**src/rtl/dbs_consts.svh**
```systemverilog
// Constants of the dual buck supervisor and sequencer.
// What this block does
// - Reset pin low if enabled output unregulated
// - Count 262,144 clocks before releasing reset
// - Single channel: judge only the enabled one
// - Newly enabled channel pulls reset low again
// - Reset pin is open drain, low only
// - Mode pin low: automatic PFM/PWM
// - Mode pin high: forced PWM only
// - Lock to external clock in range
// - Slow external clock: alternate auto and PWM
// - Converters off until lockout releases
// - Enable low: shutdown, reference, oscillator off
// - Enable high: soft-start, then regulation
// - Hot junction: everything off
// - Restart via soft-start once cooled
// - Short: minimum duty, resume when removed
// - Ramp reference, then switch to regular
`ifndef DBS_CONSTS_SVH
`define DBS_CONSTS_SVH
// ****************
// Register map
// ****************
`define DBS_OFS_CTRL 8'h00
`define DBS_OFS_STATUS 8'h04
`define DBS_OFS_COUNT 8'h08
`define DBS_CTRL_RST 2'h3
`define DBS_STS_STATE 0
`define DBS_STS_PG 5
`define DBS_STS_INREG 6
`define DBS_STS_MODE 8
`define DBS_STS_SSDONE 10
// ****************
// Timing
// ****************
`define DBS_PG_DELAY_CYCLES 262144
`define DBS_CLK_KHZ 40000
`define DBS_FSW_KHZ 2250
`define DBS_SYNC_FMAX_KHZ 3000
`define DBS_SYNC_TIMEOUT 64
`define DBS_SS_DIV 16
`endif

```
**src/rtl/dbs_pkg.sv**
```systemverilog
// Types shared by the supervisor and its channel helpers.
package dbs_pkg;
	// Sequencer states, one-hot.
	typedef enum logic [4:0] {
		DBS_ST_SHUTDOWN = 5'h01,
		DBS_ST_LOCKOUT = 5'h02,
		DBS_ST_SOFTSTART = 5'h04,
		DBS_ST_RUN = 5'h08,
		DBS_ST_THERMAL = 5'h10
	} dbs_state_t;
	// Switching mode handed to the modulator.
	typedef enum logic [1:0] {
		DBS_MODE_AUTO = 2'h0,
		DBS_MODE_PWM = 2'h1,
		DBS_MODE_SYNC = 2'h2
	} dbs_mode_t;
	// Per-channel status.
	typedef struct packed {
		logic conv_en;
		logic ss_active;
		logic ss_done;
		logic min_duty;
	} dbs_ch_stat_t;
endpackage

```
**src/rtl/dbs_top.sv**
```systemverilog
// Supervisor and sequencer of a dual step-down converter.
//
// The register offsets and the AXI4-Lite interface to the registers were decided locally.
`timescale 1ns/1ps
`include "dbs_consts.svh"
module dbs_top #(
	parameter int PG_DELAY_CYCLES = `DBS_PG_DELAY_CYCLES,
	parameter int RAMP_W = 8
) (
	// Clock and reset.
	input wire logic ref_clk,
	input wire logic rst,
	// Analog comparator results.
	input wire logic enable_in,
	input wire logic input_undervoltage_lockout,
	input wire logic temp_over_180,
	input wire logic temp_below_140,
	input wire logic [1:0] in_reg,
	input wire logic [1:0] short_det,
	// Mode/sync pin.
	input wire logic mode_pin,
	// Converter control.
	output logic [1:0] conv_en,
	output logic [1:0] min_duty,
	output logic [1:0] ref_regular,
	output logic [RAMP_W-1:0] ramp0,
	output logic [RAMP_W-1:0] ramp1,
	output logic ref_on,
	output logic osc_on,
	output dbs_pkg::dbs_mode_t sw_mode,
	output logic sync_pulse,
	// Open-drain reset pin.
	output logic rst_pin_o,
	output logic rst_pin_oe,
	// AXI4-Lite write channels.
	input wire logic [7:0] s_axi_awaddr,
	input wire logic s_axi_awvalid,
	output logic s_axi_awready,
	input wire logic [31:0] s_axi_wdata,
	input wire logic [3:0] s_axi_wstrb,
	input wire logic s_axi_wvalid,
	output logic s_axi_wready,
	output logic [1:0] s_axi_bresp,
	output logic s_axi_bvalid,
	input wire logic s_axi_bready,
	// AXI4-Lite read channels.
	input wire logic [7:0] s_axi_araddr,
	input wire logic s_axi_arvalid,
	output logic s_axi_arready,
	output logic [31:0] s_axi_rdata,
	output logic [1:0] s_axi_rresp,
	output logic s_axi_rvalid,
	input wire logic s_axi_rready
);
	import dbs_pkg::*;

	// ****************
	// Declarations
	// ****************

	// Counter wide enough to hold the full release delay.
	localparam int PGW = $clog2(PG_DELAY_CYCLES + 1);
	localparam logic [PGW-1:0] PG_LAST = PGW'(PG_DELAY_CYCLES);
	// Bus response codes: okay and slave error.
	localparam logic [1:0] RESP_OK = 2'h0;
	localparam logic [1:0] RESP_ERR = 2'h2;

	dbs_state_t state_r; // Sequencer state.
	dbs_state_t state_nxt; // Its next value.
	logic [1:0] ch_en_r; // Software channel enables.
	logic [PGW-1:0] pg_cnt_r; // Release delay counter.
	logic pg_r; // Reset pin released.
	dbs_ch_stat_t st0; // Channel 0 status.
	dbs_ch_stat_t st1; // Channel 1 status.

	// Write path holding registers.
	logic aw_have_r;
	logic w_have_r;
	logic [7:0] aw_addr_r;
	logic [31:0] w_data_r;
	logic [3:0] w_strb_r;

	// ****************
	// Sequencer
	// ****************

	// Converters may only switch while starting or running.
	// Lockout and thermal states stop every channel, which also
	// restarts each soft-start ramp from zero on the way back.
	wire powered = (state_r == DBS_ST_SOFTSTART) || (state_r == DBS_ST_RUN);

	// A channel runs only if software enabled it.
	wire [1:0] ch_start = {2{powered}} & ch_en_r;

	// Soft-start done once every enabled channel has ramped.
	wire all_ramped = (!ch_en_r[0] || st0.ss_done) && (!ch_en_r[1] || st1.ss_done);

	// Next state; enable low beats every other condition.
	always_comb begin
		state_nxt = state_r;
		// Every legal state is named below; the default only catches
		// a corrupted one-hot code and parks the sequencer in shutdown.
		unique case (state_r)
			DBS_ST_SHUTDOWN: begin
				if (enable_in) begin
					state_nxt = DBS_ST_LOCKOUT;
				end
			end
			DBS_ST_LOCKOUT: begin
				if (input_undervoltage_lockout) begin
					state_nxt = DBS_ST_SOFTSTART;
				end
			end
			DBS_ST_SOFTSTART: begin
				if (!input_undervoltage_lockout) begin
					state_nxt = DBS_ST_LOCKOUT;
				end else if (all_ramped) begin
					state_nxt = DBS_ST_RUN;
				end
			end
			DBS_ST_RUN: begin
				if (!input_undervoltage_lockout) begin
					state_nxt = DBS_ST_LOCKOUT;
				end
			end
			DBS_ST_THERMAL: begin
				if (temp_below_140) begin
					state_nxt = DBS_ST_LOCKOUT;
				end
			end
			default: begin
				state_nxt = DBS_ST_SHUTDOWN;
			end
		endcase
		// Thermal trip overrides all but shutdown.
		if (temp_over_180 && state_r != DBS_ST_SHUTDOWN) begin
			state_nxt = DBS_ST_THERMAL;
		end
		if (!enable_in) begin
			state_nxt = DBS_ST_SHUTDOWN;
		end
	end

	// State register.
	// Reset lands in shutdown, so nothing switches before enable.
	always_ff @(posedge ref_clk) begin
		if (rst) begin
			state_r <= DBS_ST_SHUTDOWN;
		end else begin
			state_r <= state_nxt;
		end
	end

	// Reference and oscillator follow enable; thermal stops them too.
	// Both follow the next state, so they drop on the same edge as
	// the state register rather than one cycle later.
	always_ff @(posedge ref_clk) begin
		if (rst) begin
			ref_on <= 1'b0;
			osc_on <= 1'b0;
		end else begin
			ref_on <= (state_nxt != DBS_ST_SHUTDOWN) && (state_nxt != DBS_ST_THERMAL);
			osc_on <= (state_nxt != DBS_ST_SHUTDOWN) && (state_nxt != DBS_ST_THERMAL);
		end
	end

	// ****************
	// Channels
	// ****************

	// Each channel ramps on its own, so a late enable gets its own soft-start.
	dbs_ch_ctrl #(
		.RAMP_W(RAMP_W)
	) u_ch0 (
		.ref_clk(ref_clk),
		.rst(rst),
		.start(ch_start[0]),
		.short_det(short_det[0]),
		.ramp(ramp0),
		.stat(st0)
	);

	dbs_ch_ctrl #(
		.RAMP_W(RAMP_W)
	) u_ch1 (
		.ref_clk(ref_clk),
		.rst(rst),
		.start(ch_start[1]),
		.short_det(short_det[1]),
		.ramp(ramp1),
		.stat(st1)
	);

	// Flattened channel outputs, one flop stage from the helpers.
	// The converter pins therefore lag the helper state by one clock,
	// which keeps every top-level output straight from a flop.
	always_ff @(posedge ref_clk) begin
		if (rst) begin
			conv_en <= 2'h0;
			min_duty <= 2'h0;
			ref_regular <= 2'h0;
		end else begin
			conv_en <= {st1.conv_en, st0.conv_en};
			min_duty <= {st1.min_duty, st0.min_duty};
			ref_regular <= {st1.ss_done, st0.ss_done};
		end
	end

	// ****************
	// Mode decode
	// ****************

	// The detector is never held off by enable, so a sync clock applied
	// before enable is already locked when the converters start.
	dbs_sync_det u_sync (
		.ref_clk(ref_clk),
		.rst(rst),
		.mode_pin(mode_pin),
		.mode(sw_mode),
		.sync_pulse(sync_pulse)
	);

	// ****************
	// Power-good reset
	// ****************

	// With both channels disabled there is nothing to supervise, so the
	// reset pin is held low rather than released on no evidence.
	// A disabled channel counts as good; an enabled one must have
	// finished its ramp and be above the regulation comparator.
	wire ch0_good = !ch_en_r[0] || (st0.ss_done && in_reg[0]);
	wire ch1_good = !ch_en_r[1] || (st1.ss_done && in_reg[1]);
	wire all_good = powered && (ch_en_r != 2'h0) && ch0_good && ch1_good;

	// The delay counts reference clocks, so it scales with the oscillator.
	// The counter stops at the delay value and clears whenever all_good
	// drops, so a long run never wraps it.
	always_ff @(posedge ref_clk) begin
		if (rst || !all_good) begin
			pg_cnt_r <= '0;
			pg_r <= 1'b0;
		end else if (pg_cnt_r != PG_LAST) begin
			pg_cnt_r <= pg_cnt_r + 1'b1;
			pg_r <= 1'b0;
		end else begin
			pg_r <= 1'b1;
		end
	end

	// Only ever pull low; the high level comes from the pull-up.
	// The pin lags the counter by one flop, which keeps it glitch-free
	// at the cost of one clock of extra delay.
	always_ff @(posedge ref_clk) begin
		if (rst) begin
			rst_pin_o <= 1'b0;
			rst_pin_oe <= 1'b1;
		end else begin
			rst_pin_o <= 1'b0;
			rst_pin_oe <= !pg_r;
		end
	end

	// ****************
	// AXI4-Lite slave
	// ****************

	// Limitation: one write and one read at a time; the readies stay
	// low from acceptance until the response has been taken.
	// Address and data may arrive in either order; each is held here.
	wire aw_take = s_axi_awvalid && s_axi_awready;
	wire w_take = s_axi_wvalid && s_axi_wready;
	wire wr_go = aw_have_r && w_have_r && !s_axi_bvalid;
	wire wr_hit = (aw_addr_r == `DBS_OFS_CTRL);
	wire wr_ok = wr_hit || (aw_addr_r == `DBS_OFS_STATUS) || (aw_addr_r == `DBS_OFS_COUNT);

	// Write channel capture and response.
	// Writes to the read-only registers are answered okay and ignored.
	always_ff @(posedge ref_clk) begin
		if (rst) begin
			aw_have_r <= 1'b0;
			w_have_r <= 1'b0;
			aw_addr_r <= 8'h00;
			w_data_r <= 32'h0;
			w_strb_r <= 4'h0;
			s_axi_awready <= 1'b1;
			s_axi_wready <= 1'b1;
			s_axi_bvalid <= 1'b0;
			s_axi_bresp <= RESP_OK;
			ch_en_r <= `DBS_CTRL_RST;
		end else begin
			if (aw_take) begin
				aw_have_r <= 1'b1;
				aw_addr_r <= s_axi_awaddr;
				s_axi_awready <= 1'b0;
			end
			if (w_take) begin
				w_have_r <= 1'b1;
				w_data_r <= s_axi_wdata;
				w_strb_r <= s_axi_wstrb;
				s_axi_wready <= 1'b0;
			end
			if (wr_go) begin
				aw_have_r <= 1'b0;
				w_have_r <= 1'b0;
				s_axi_bvalid <= 1'b1;
				s_axi_bresp <= wr_ok ? RESP_OK : RESP_ERR;
				if (wr_hit && w_strb_r[0]) begin
					ch_en_r <= w_data_r[1:0];
				end
			end
			if (s_axi_bvalid && s_axi_bready) begin
				s_axi_bvalid <= 1'b0;
				s_axi_awready <= 1'b1;
				s_axi_wready <= 1'b1;
			end
		end
	end

	// Read decode; status and counter are read-only views.
	wire [31:0] sts_word = {20'h0, st1.ss_done, st0.ss_done, sw_mode, in_reg, pg_r, state_r};
	wire [31:0] cnt_word = 32'(pg_cnt_r);
	wire rd_ctrl = (s_axi_araddr == `DBS_OFS_CTRL);
	wire rd_sts = (s_axi_araddr == `DBS_OFS_STATUS);
	wire rd_cnt = (s_axi_araddr == `DBS_OFS_COUNT);
	wire [31:0] rd_word = rd_ctrl ? {30'h0, ch_en_r} : rd_sts ? sts_word : rd_cnt ? cnt_word : 32'h0;
	wire ar_take = s_axi_arvalid && s_axi_arready;

	// Read channel: one cycle from address to data.
	// Unmapped reads return zero with a slave error.
	always_ff @(posedge ref_clk) begin
		if (rst) begin
			s_axi_arready <= 1'b1;
			s_axi_rvalid <= 1'b0;
			s_axi_rdata <= 32'h0;
			s_axi_rresp <= RESP_OK;
		end else if (ar_take) begin
			s_axi_arready <= 1'b0;
			s_axi_rvalid <= 1'b1;
			s_axi_rdata <= rd_word;
			s_axi_rresp <= (rd_ctrl || rd_sts || rd_cnt) ? RESP_OK : RESP_ERR;
		end else if (s_axi_rvalid && s_axi_rready) begin
			s_axi_rvalid <= 1'b0;
			s_axi_arready <= 1'b1;
		end
	end
endmodule // dbs_top

```
**src/rtl/dbs_ch_ctrl.sv**
```systemverilog
// One converter channel: enable, soft-start ramp and short handling.
`timescale 1ns/1ps
`include "dbs_consts.svh"
module dbs_ch_ctrl #(
	parameter int RAMP_W = 8,
	parameter int SS_DIV = `DBS_SS_DIV
) (
	// Clock and reset.
	input wire logic ref_clk,
	input wire logic rst,
	// Control from the sequencer and comparators.
	input wire logic start,
	input wire logic short_det,
	// Channel outputs.
	output logic [RAMP_W-1:0] ramp,
	output dbs_pkg::dbs_ch_stat_t stat
);
	import dbs_pkg::*;
	localparam logic [7:0] DIV_LAST = 8'(SS_DIV - 1);
	logic [7:0] div_r; // Ramp step prescaler.
	wire ramp_full = &ramp; // Ramp at full reference.
	wire step = (div_r == DIV_LAST);
	// The ramp restarts from zero whenever the channel is stopped.
	always_ff @(posedge ref_clk) begin
		if (rst || !start) begin
			div_r <= 8'h00;
			ramp <= '0;
			stat <= '0;
		end else begin
			div_r <= step ? 8'h00 : div_r + 8'h01;
			if (step && !ramp_full) begin
				ramp <= ramp + 1'b1;
			end
			stat.conv_en <= 1'b1;
			stat.ss_done <= ramp_full;
			stat.ss_active <= !ramp_full;
			stat.min_duty <= short_det;
		end
	end
endmodule // dbs_ch_ctrl

```
**src/rtl/dbs_sync_det.sv**
```systemverilog
// Decodes the mode/sync pin into a switching mode.
`timescale 1ns/1ps
`include "dbs_consts.svh"
module dbs_sync_det (
	// Clock and reset.
	input wire logic ref_clk,
	input wire logic rst,
	// Mode/sync pin level.
	input wire logic mode_pin,
	// Decoded mode and sync pulse.
	output dbs_pkg::dbs_mode_t mode,
	output logic sync_pulse
);
	import dbs_pkg::*;
	// Shortest period: 3.0 MHz, rounded up.
	localparam logic [7:0] PMIN = 8'((`DBS_CLK_KHZ + `DBS_SYNC_FMAX_KHZ - 1) / `DBS_SYNC_FMAX_KHZ);
	// Longest period: internal frequency, rounded down.
	localparam logic [7:0] PMAX = 8'(`DBS_CLK_KHZ / `DBS_FSW_KHZ);
	localparam logic [7:0] TOUT = 8'(`DBS_SYNC_TIMEOUT);
	logic prev_r; // Pin one cycle ago.
	logic alt_r; // Alternation phase for slow clocks.
	logic [7:0] per_r; // Cycles since last rising edge.
	wire rise = mode_pin & !prev_r;
	wire in_range = (per_r >= PMIN) && (per_r <= PMAX);
	wire too_slow = (per_r > PMAX);
	// Runs even in shutdown so a clock applied before enable is seen.
	always_ff @(posedge ref_clk) begin
		if (rst) begin
			prev_r <= 1'b0;
			alt_r <= 1'b0;
			per_r <= 8'h00;
			mode <= DBS_MODE_AUTO;
			sync_pulse <= 1'b0;
		end else begin
			prev_r <= mode_pin;
			sync_pulse <= 1'b0;
			if (rise) begin
				per_r <= 8'h01;
				if (in_range) begin
					mode <= DBS_MODE_SYNC;
					sync_pulse <= 1'b1;
				end else if (too_slow) begin
					alt_r <= !alt_r;
					mode <= alt_r ? DBS_MODE_PWM : DBS_MODE_AUTO;
				end else begin
					mode <= DBS_MODE_PWM;
				end
			end else if (per_r == TOUT) begin
				mode <= mode_pin ? DBS_MODE_PWM : DBS_MODE_AUTO;
			end else begin
				per_r <= per_r + 8'h01;
			end
		end
	end
endmodule // dbs_sync_det

```
**config.mk**
```make
export PLATFORM = sky130hd
export DESIGN_NAME = dbs_top
export DESIGN_NICKNAME = d
export VERILOG_FILES = /design/src/rtl/dbs_pkg.sv /design/src/rtl/dbs_top.sv /design/src/rtl/dbs_ch_ctrl.sv /design/src/rtl/dbs_sync_det.sv
export VERILOG_INCLUDE_DIRS = /design/src /design/src/rtl
export SDC_FILE = /design/constraint.sdc
export NUM_CORES = 1
export LEC_CHECK = 0
export ABC_AREA = 1
export BUFFER_PORTS_ARGS = -buffer_cell sky130_fd_sc_hd__clkbuf_2
export CAP_MARGIN = 20
export CELL_PAD_IN_SITES_DETAIL_PLACEMENT = 1
export CELL_PAD_IN_SITES_GLOBAL_PLACEMENT = 1
export CORE_MARGIN = 1.5
export CORE_UTILIZATION = 35
export CTS_BUF_LIST = sky130_fd_sc_hd__clkbuf_16
export DETAILED_ROUTE_END_ITERATION = 8
export PLACE_DENSITY_LB_ADDON = 0.1
export SYNTH_ARGS = -nofsm -noshare
export SYNTH_HDL_FRONTEND = slang
export SYNTH_SLANG_ARGS = --single-unit
```
**constraint.sdc**
```tcl
create_clock -name ref_clk -period 3.55 [get_ports ref_clk]
set_input_delay 0.355 -clock ref_clk [delete_from_list [all_inputs] [get_ports ref_clk]]
set_output_delay 0.355 -clock ref_clk [all_outputs]
set_load 0.01 [all_outputs]
```
==> metrics.cfg, run 1 <==
[pwr]
power_mw = 3.478
p_switching_mw = 0.7622
ir_drop_mv = 0.2948
sw_frac_of_total = 0.2192
p_leak_nw = 2.994
pwr-share-seq = 0.418
p_per_area_nw_per_um2 = 492.8
internal-power_mw = 2.716
p_clk_frac = 0.534
p_comb_frac = 0.048

[sta]
hold_violations = 0
fmax_mhz = 566.8
slew_viol_final = 0
worst_slew_pin_slew_ns = 0.9140
fin_skew_ns = 0.01360
timing.slew.headroom = 0.3884
rsz0062_at_grt = false
finalCriticalPeriod_ns = 1.764
worst_slack_ns = 1.786
final.setup.tns_ns = 0
setup_viol = 0
timing.final.crit_share = 0.4970

[synth]
yosysUniqueCellTypes = 40
synth_top_family_by_area = simple AND/OR/NAND/NOR gates
synthTopCellsByCount = nand2_1, dfxtp_1, nor2_1
synth_largest_area_cell = dfxtp_1
ys_warn_count = 0
synth_top_area_frac = 0.4298
synthCells = 812
synthSimpleGateAreaFrac = 0.3376
ys.flop_type = dfxtp_1
synth-adder-area-share = 0.02149
synthMuxAreaShare = 0
synthesis.area_um2 = 5822
yosysMostFrequentCell = nand2_1
synth_edf_count = 0
synth_xor_xnor_area_share = 0.03310
synth-seq-cells = 125
syn_avg_cell_area_um2 = 7.170
async_flop_share = 0
synth-compound-area-share = 0.08554
ys_seq_area_frac = 0.4298
yosys-top-cells-area = dfxtp_1, nand2_1, nor2_1, nand3_1, inv_1

[critical_path]
crit_arrival_ns = 2.08
critical-path-top-delay-family = simple AND/OR/NAND/NOR gates
slowest_stage = dfxtp_1
crit_buf_inv = 1
cp_cell_sequence = ha_1 -> nand2_1 -> nor2_1 -> nand4_1 -> nand2_1 -> inv_2 -> a21oi_1 -> nor2_1
worstSetupStartpointType = register
crit_fanout = 9
slowest_delay_ns = 0.39
path_class = reg2reg
crit_path_end_kind = register
crit_required_ns = 3.87

[cts]
clockBufferDepth = 2
cts_sinks = 125
cts_tree = yes
cts_made_buffers = 17
cts_setup_buffers = 0
clk_pin_slew_ns = 0.06
cts_root_buffer = clkbuf_16
htree_levels = 4
cts_resized = 0
worstSkewPairLatency_ns = 0.42
hold_buffers = 0

[drt]
dr.pass1.iters = 4
vias = 5348
drtIter0Drc = 123
drc_errors = 0
routed_wl_mm = 15.57
detail-route-antenna-nets = 0
vias_per_cell = 4.708
post_drt_wl_per_cell_um = 13.71

[place]
pre_cts_ws_ns = 1.579
io_buffer_count = 88
placed_area_um2 = 6431
hpwlAfterDp_mm = 11.73
globalplace.congestion = 0.8161
dp_cells = 1104

[grt]
grt_pass1_wl_mm = 26.21
grt_pass1_vias = 5503
use_met1 = 0.2246
overflow = 0
grt_max_degree = 40
grt_util_met3 = 0.04306
grt_util_all_layers = 0.1852
antenna_found_initial = 0
grt.busiest_layer = met2
grt_util_met2 = 0.3191

[die]
fp.dieW_um = 132.0
ios = 138
dieHeight_um = 132.0
core_um2 = 16060
rows = 46
initial_utilization = 0.3626
die-area_um2 = 17420

[final_layout]
final_area_um2 = 7058
area_growth_pct = 21.23
n_antenna_cell = 0
fin_nets = 985
final_cells = 1136
drive_gt1_frac = 0.1761

[status]
outcome = finished, final reports clean

[job]
drv_cap = 0

[worst_hold_path]
hold_class = in2reg

==> worst min-delay path, delay by kind of cell <==
family	cells	cell delay [ns]
buffers and inverters	2	0.12
AND/OR/NAND/NOR	1	0.03
==> logic make-up after synthesis <==
kind of cell	after synthesis
xor gates and xnor gates	22
buffers and inverters	123
adders and majority gates	10
other	1
AOI/OAI and AO/OA	93
DFF	125
and+or+nand+nor	438
==> cell type report <==
cell class	instances	area (um2)
clock inverter	15	201.4
tap	216	270.3
multi-input combinational	579	2841
inverter	92	346.6
fill	2064	9000
timing repair buffer	92	470.5
sequential	125	2502
clock buffer	17	425.4
==> worst paths after layout <==
kind                              startpoint                          to  slack (ns)  cells after the start
setup reg to reg  u_ch1.ramp[0]$_SDFFE_PN0P_  u_ch1.ramp[2]$_SDFFE_PN0P_        1.79                      8
setup / recovery  u_ch1.ramp[0]$_SDFFE_PN0P_  u_ch1.ramp[2]$_SDFFE_PN0P_        1.79                      8
hold reg to reg     u_ch0.stat[0]$_SDFF_PN0_      min_duty[0]$_SDFF_PP0_        0.40                      2
hold / removal                  short_det[0]    u_ch0.stat[0]$_SDFF_PN0_        0.13                      3
==> metal layers <==
metal | wire, um | part of all wire
met1 | 7164 | 0.46
met2 | 7655 | 0.49
met3 | 473 | 0.030
met4 | 281 | 0.018
met5 | 0 | 0
==> placed cells by master (no fill, tap or decap), types with 7 or more instances in the layout <==
cell type / instances
clkbuf_16: 17
inv_2: 7
xnor2_1: 8
nor2_2: 20
xor2_1: 14
nor3_1: 10
nand2_1: 187
clkbuf_2: 88
o21ai_0: 27
nand3_1: 65
a21oi_1: 56
nor2_1: 124
inv_1: 84
nand4_1: 7
ha_1: 10
dfxtp_1: 125
conb_1: 16
==> power groups by stage <==
| stage | clock network (mW) | registers (mW) | logic [mW] |
|---|---|---|---|
| floorplan | 0 | 1.48 | 0.117 |
| global placement | 0 | 1.48 | 0.164 |
| detailed placement | 0 | 1.48 | 0.170 |
| CTS | 1.91 | 1.45 | 0.170 |
| global route | 1.97 | 1.46 | 0.192 |
| finish | 1.86 | 1.45 | 0.168 |
==> registers in the layout (all words and copies together) (netlist names), 2 cells and up <==
signal        count
u_ch1.div_r       8
pg_cnt_r         19
u_ch1.ramp        8
state_r           5
conv_en           2
u_sync.mode       2
w_data_r          2
s_axi_rdata      19
u_ch0.stat        3
u_ch0.ramp        8
ch_en_r           2
ref_regular       2
u_sync.per_r      8
aw_addr_r         8
u_ch0.div_r       8
min_duty          2
u_ch1.stat        3
==> per-stage QoR <==
stage | utilization | hold WS [ns]
global route | 0.4395 | 0.1347
finish | 0.4395 | 0.1343
floorplan | - | 0.3605
global placement | 0.4005 | 0.3835
detailed placement | 0.4005 | 0.3954
CTS | 0.4395 | 0.1166
Note: power is estimated with default switching activity, not from simulation.
==> run 2, diff against run 1 <==
--- a/config.mk
+++ b/config.mk
@@ -6,7 +6,7 @@
 export SDC_FILE = /design/constraint.sdc
 export NUM_CORES = 1
 export LEC_CHECK = 0
-export ABC_AREA = 1
+export ABC_AREA = 0
 export BUFFER_PORTS_ARGS = -buffer_cell sky130_fd_sc_hd__clkbuf_2
 export CAP_MARGIN = 20
 export CELL_PAD_IN_SITES_DETAIL_PLACEMENT = 1
==> constraint.sdc (replaced) <==
create_clock -name ref_clk -period 1.4 [get_ports ref_clk]
set_input_delay 0.14 -clock ref_clk [delete_from_list [all_inputs] [get_ports ref_clk]]
set_output_delay 0.14 -clock ref_clk [all_outputs]
set_load 0.01 [all_outputs]
==> run 2 against run 1 <==
Net effect:
- the run now ends with negative setup slack left
- count of clock-buffer cells in the layout stayed put
- clock power is 140% higher
- global-route usage is 3.9 points higher
- worst setup slack worse by 2.1 ns
- non-clock buffer count is 126 higher
- synthesized cell count is 24% lower
- final cell count is 9.0% lower
- register-to-register slack worse by 2.1 ns
- core utilization is 10 points higher
- die area is 7.7% lower
- largest power group unchanged
- first-iteration DRC count is 69% higher
==> metrics.cfg, run 2 <==
[drt]
routed_wl_mm = 17.51  ; was 15.57 mm
post_drt_wl_per_cell_um = 16.94  ; was 13.71 um
vias_per_cell = 5.083  ; was 4.708
dr.pass1.iters = 4  ; unchanged
drtIter0Drc = 208  ; was 123
vias = 5256  ; was 5348
drc_errors = 0  ; unchanged
detail-route-antenna-nets = 0  ; unchanged

[final_layout]
drive_gt1_frac = 0.4161  ; was 0.1761
final_common_cell = dfxtp_1  ; was nand2_1
reg_top3 = pg_cnt_r: 19 flops, s_axi_rdata: 19 flops  ; unchanged
fin_util = 0.5408  ; was 0.4395
fin_nets = 911  ; was 985
area_growth_pct = 52.17  ; was 21.23%
n_antenna_cell = 0  ; unchanged
mostFrequentLayoutCells = dfxtp_1, buf_4, clkbuf_2  ; was nand2_1, dfxtp_1, nor2_1

[grt]
grt_pass1_wl_mm = 27.85  ; was 26.21 mm
antenna_found_initial = 0  ; unchanged
grt_pass1_vias = 5544  ; was 5503
overflow = 0  ; unchanged
grt_util_all_layers = 0.2241  ; was 0.1852
grt_max_degree = 26  ; was 40

[sta]
slew_viol_final = 0  ; unchanged
worst_slew_pin_slew_ns = 0.8352  ; was 0.9140 ns
hold_violations = 0  ; unchanged
timing.slew.headroom = 0.4420  ; was 0.3884
finalCriticalPeriod_ns = 1.692  ; was 1.764 ns
worst_slack_ns = -0.2917  ; was 1.786 ns
timing.final.crit_share = 1.208  ; was 0.4970
fin_skew_ns = 0.01133  ; was 0.01360 ns
fmax_mhz = 591.1  ; was 566.8 MHz
setup_viol = 65  ; was 0
rsz0062_at_grt = true  ; was false

[pwr]
p_leak_nw = 3.264  ; was 2.994 nW
ir_drop_mv = 0.8978  ; was 0.2948 mV
p_per_area_nw_per_um2 = 1064  ; was 492.8 nW/um2
power_mw = 8.685  ; was 3.478 mW

[status]
outcome = finished, violations left  ; was finished, final reports clean
failed_checks = negative setup slack

[synth]
ys_warn_count = 0  ; unchanged
synth-seq-cells = 125  ; unchanged
ys_seq_area_frac = 0.4666  ; was 0.4298
async_flop_share = 0  ; unchanged
yosysUniqueCellTypes = 52  ; was 40
synth_largest_area_cell = dfxtp_1  ; unchanged
synthCells = 620  ; was 812
ys.flop_type = dfxtp_1  ; unchanged
synthTopCellsByCount = dfxtp_1, nor2_1, a21oi_1  ; was nand2_1, dfxtp_1, nor2_1
synth_edf_count = 0  ; unchanged
synthesis.area_um2 = 5363  ; was 5822 um2
yosys-top-cells-area = dfxtp_1, nor2_1, a21oi_1, xnor2_1, xor2_1  ; was dfxtp_1, nand2_1, nor2_1, nand3_1, inv_1
synth_top_area_frac = 0.4666  ; was 0.4298
yosysMostFrequentCell = dfxtp_1  ; was nand2_1
syn_avg_cell_area_um2 = 8.649  ; was 7.170 um2

[place]
globalplace.congestion = 0.7654  ; was 0.8161
hpwlAfterDp_mm = 11.74  ; was 11.73 mm
io_buffer_count = 88  ; unchanged

[cts]
worstSkewPairLatency_ns = 0.43  ; was 0.42 ns
clk_pin_slew_ns = 0.06  ; about the same
clockBufferDepth = 2  ; unchanged
cts_tree = yes  ; unchanged
cts_made_buffers = 17  ; unchanged
cts_sinks = 125  ; unchanged
cts_root_buffer = clkbuf_16  ; unchanged
htree_levels = 4  ; unchanged

[critical_path]
worstSetupStartpointType = register  ; unchanged
crit_fanout = 7  ; was 9
slowest_delay_ns = 0.36  ; was 0.39 ns
regToRegStartpoint = state_r[2]$_SDFF_PP0_  ; was u_ch1.ramp[0]$_SDFFE_PN0P_
crit_required_ns = 1.71  ; was 3.87 ns
crit_top_cell = nand3b_1
worstRegToRegCells = 6  ; was 8
crit_arrival_ns = 2.00  ; was 2.08 ns
r2r_end = state_r[3]$_SDFF_PP0_  ; was u_ch1.ramp[2]$_SDFFE_PN0P_
slowest_stage = dfxtp_4  ; was dfxtp_1
cp-endpoint = state_r[3]$_SDFF_PP0_  ; was u_ch1.ramp[2]$_SDFFE_PN0P_
cp_cell_sequence = buf_4 -> nor2_4 -> nand3b_1 -> o211ai_1 -> nand3b_1 -> nor4_1  ; was ha_1 -> nand2_1 -> nor2_1 -> nand4_1 -> nand2_1 -> inv_2 -> a21oi_1 -> nor2_1
path_class = reg2reg  ; unchanged
critPathLaunch = state_r[2]$_SDFF_PP0_  ; was u_ch1.ramp[0]$_SDFFE_PN0P_
r2r_slack_ns = -0.29  ; was 1.79 ns
crit_path_end_kind = register  ; unchanged

[worst_hold_path]
hold_class = in2reg  ; unchanged

[die]
dieHeight_um = 126.8  ; was 132.0 um
core_um2 = 15090  ; was 16060 um2
rows = 45  ; was 46
ios = 138  ; unchanged
fp.dieW_um = 126.8  ; was 132.0 um
initial_utilization = 0.3554  ; was 0.3626
die-area_um2 = 16070  ; was 17420 um2

[job]
drv_cap = 0  ; unchanged

[run 2: through the flow]
stage | instances | setup slack [ns] | hold slack, ns | setup TNS [ns] | cell area [um2]
after detailed placement | 972 | -0.3019 | 0.3973 | -14.25 | 6784
final | 1034 | -0.2917 | 0.01159 | -9.768 | 8160
after CTS | 1034 | -0.2622 | 0.005206 | -8.877 | 8003
after floorplan | 635 | -0.2686 | 0.2404 | -7.227 | 5584
after global placement | 972 | -0.2326 | 0.3980 | -8.893 | 6784
after global routing | 1034 | -0.3481 | 0.01064 | -13.96 | 8160
[run 2: power breakdown]
group          total (mW)  switching, mW  internal (mW)
clock network        4.40           1.65           2.75
logic               0.619          0.331          0.288
registers            3.66         0.0556           3.61
total                8.68           2.04           6.65
[run 2: cell type report]
class / instances / area, um2
clock inverter: 15 / 153.9
fill: 1761 / 6929
timing repair buffer: 218 / 1545
tap: 188 / 235.2
inverter: 17 / 73.82
multi-input combinational: 454 / 3192
sequential: 125 / 2535
clock buffer: 17 / 425.4
[run 2: cell families after synthesis]
logic type / share of synthesized area
flops: 0.4666
buf+inv: 0.05413
xor+xnor: 0.07513
compound gates: 0.1073
mux: 0.007700
fa+ha+maj: 0.02333
other cells: 0.0006993
simple gates: 0.2651
[run 2: metal layers]
metal,wire (um),share of wire,GRT usage
met3,732,0.042,0.06580
met1,7184,0.41,0.2471
met2,9329,0.53,0.4108
met4,263,0.015,0.07687
met5,0,0,0
[run 2: worst min path at each step]
stage,start,endpoint,cells past startpoint
finish,s_axi_awaddr[2],aw_addr_r[2]$_SDFFE_PP0P_,3
global route,s_axi_awaddr[3],aw_addr_r[3]$_SDFFE_PP0P_,3
CTS,s_axi_awaddr[3],aw_addr_r[3]$_SDFFE_PP0P_,3
detailed placement,short_det[1],u_ch1.stat[0]$_SDFF_PN0_,2
global placement,short_det[1],u_ch1.stat[0]$_SDFF_PN0_,2
floorplan,s_axi_wvalid,s_axi_wready$_SDFFE_PP1P_,1
[run 2: timing repair]
item | in CTS | in global routing
resized for setup | 94 | 45
pin swaps | 48 | 15
endpoints found under the hold margin | 14 | 0
hold buffers | 14 | 0
setup buffers | 12 | 5
setup endpoints to repair | 73 | 79
gates cloned | 4 | 0
[run 2: worst max-delay path: cells and delay by family, from the launching register on]
kind	cells	cell delay, ns
buf+inv	1	0.18
simple gates	4	0.75
compound gates	1	0.28
flops	1	0.36
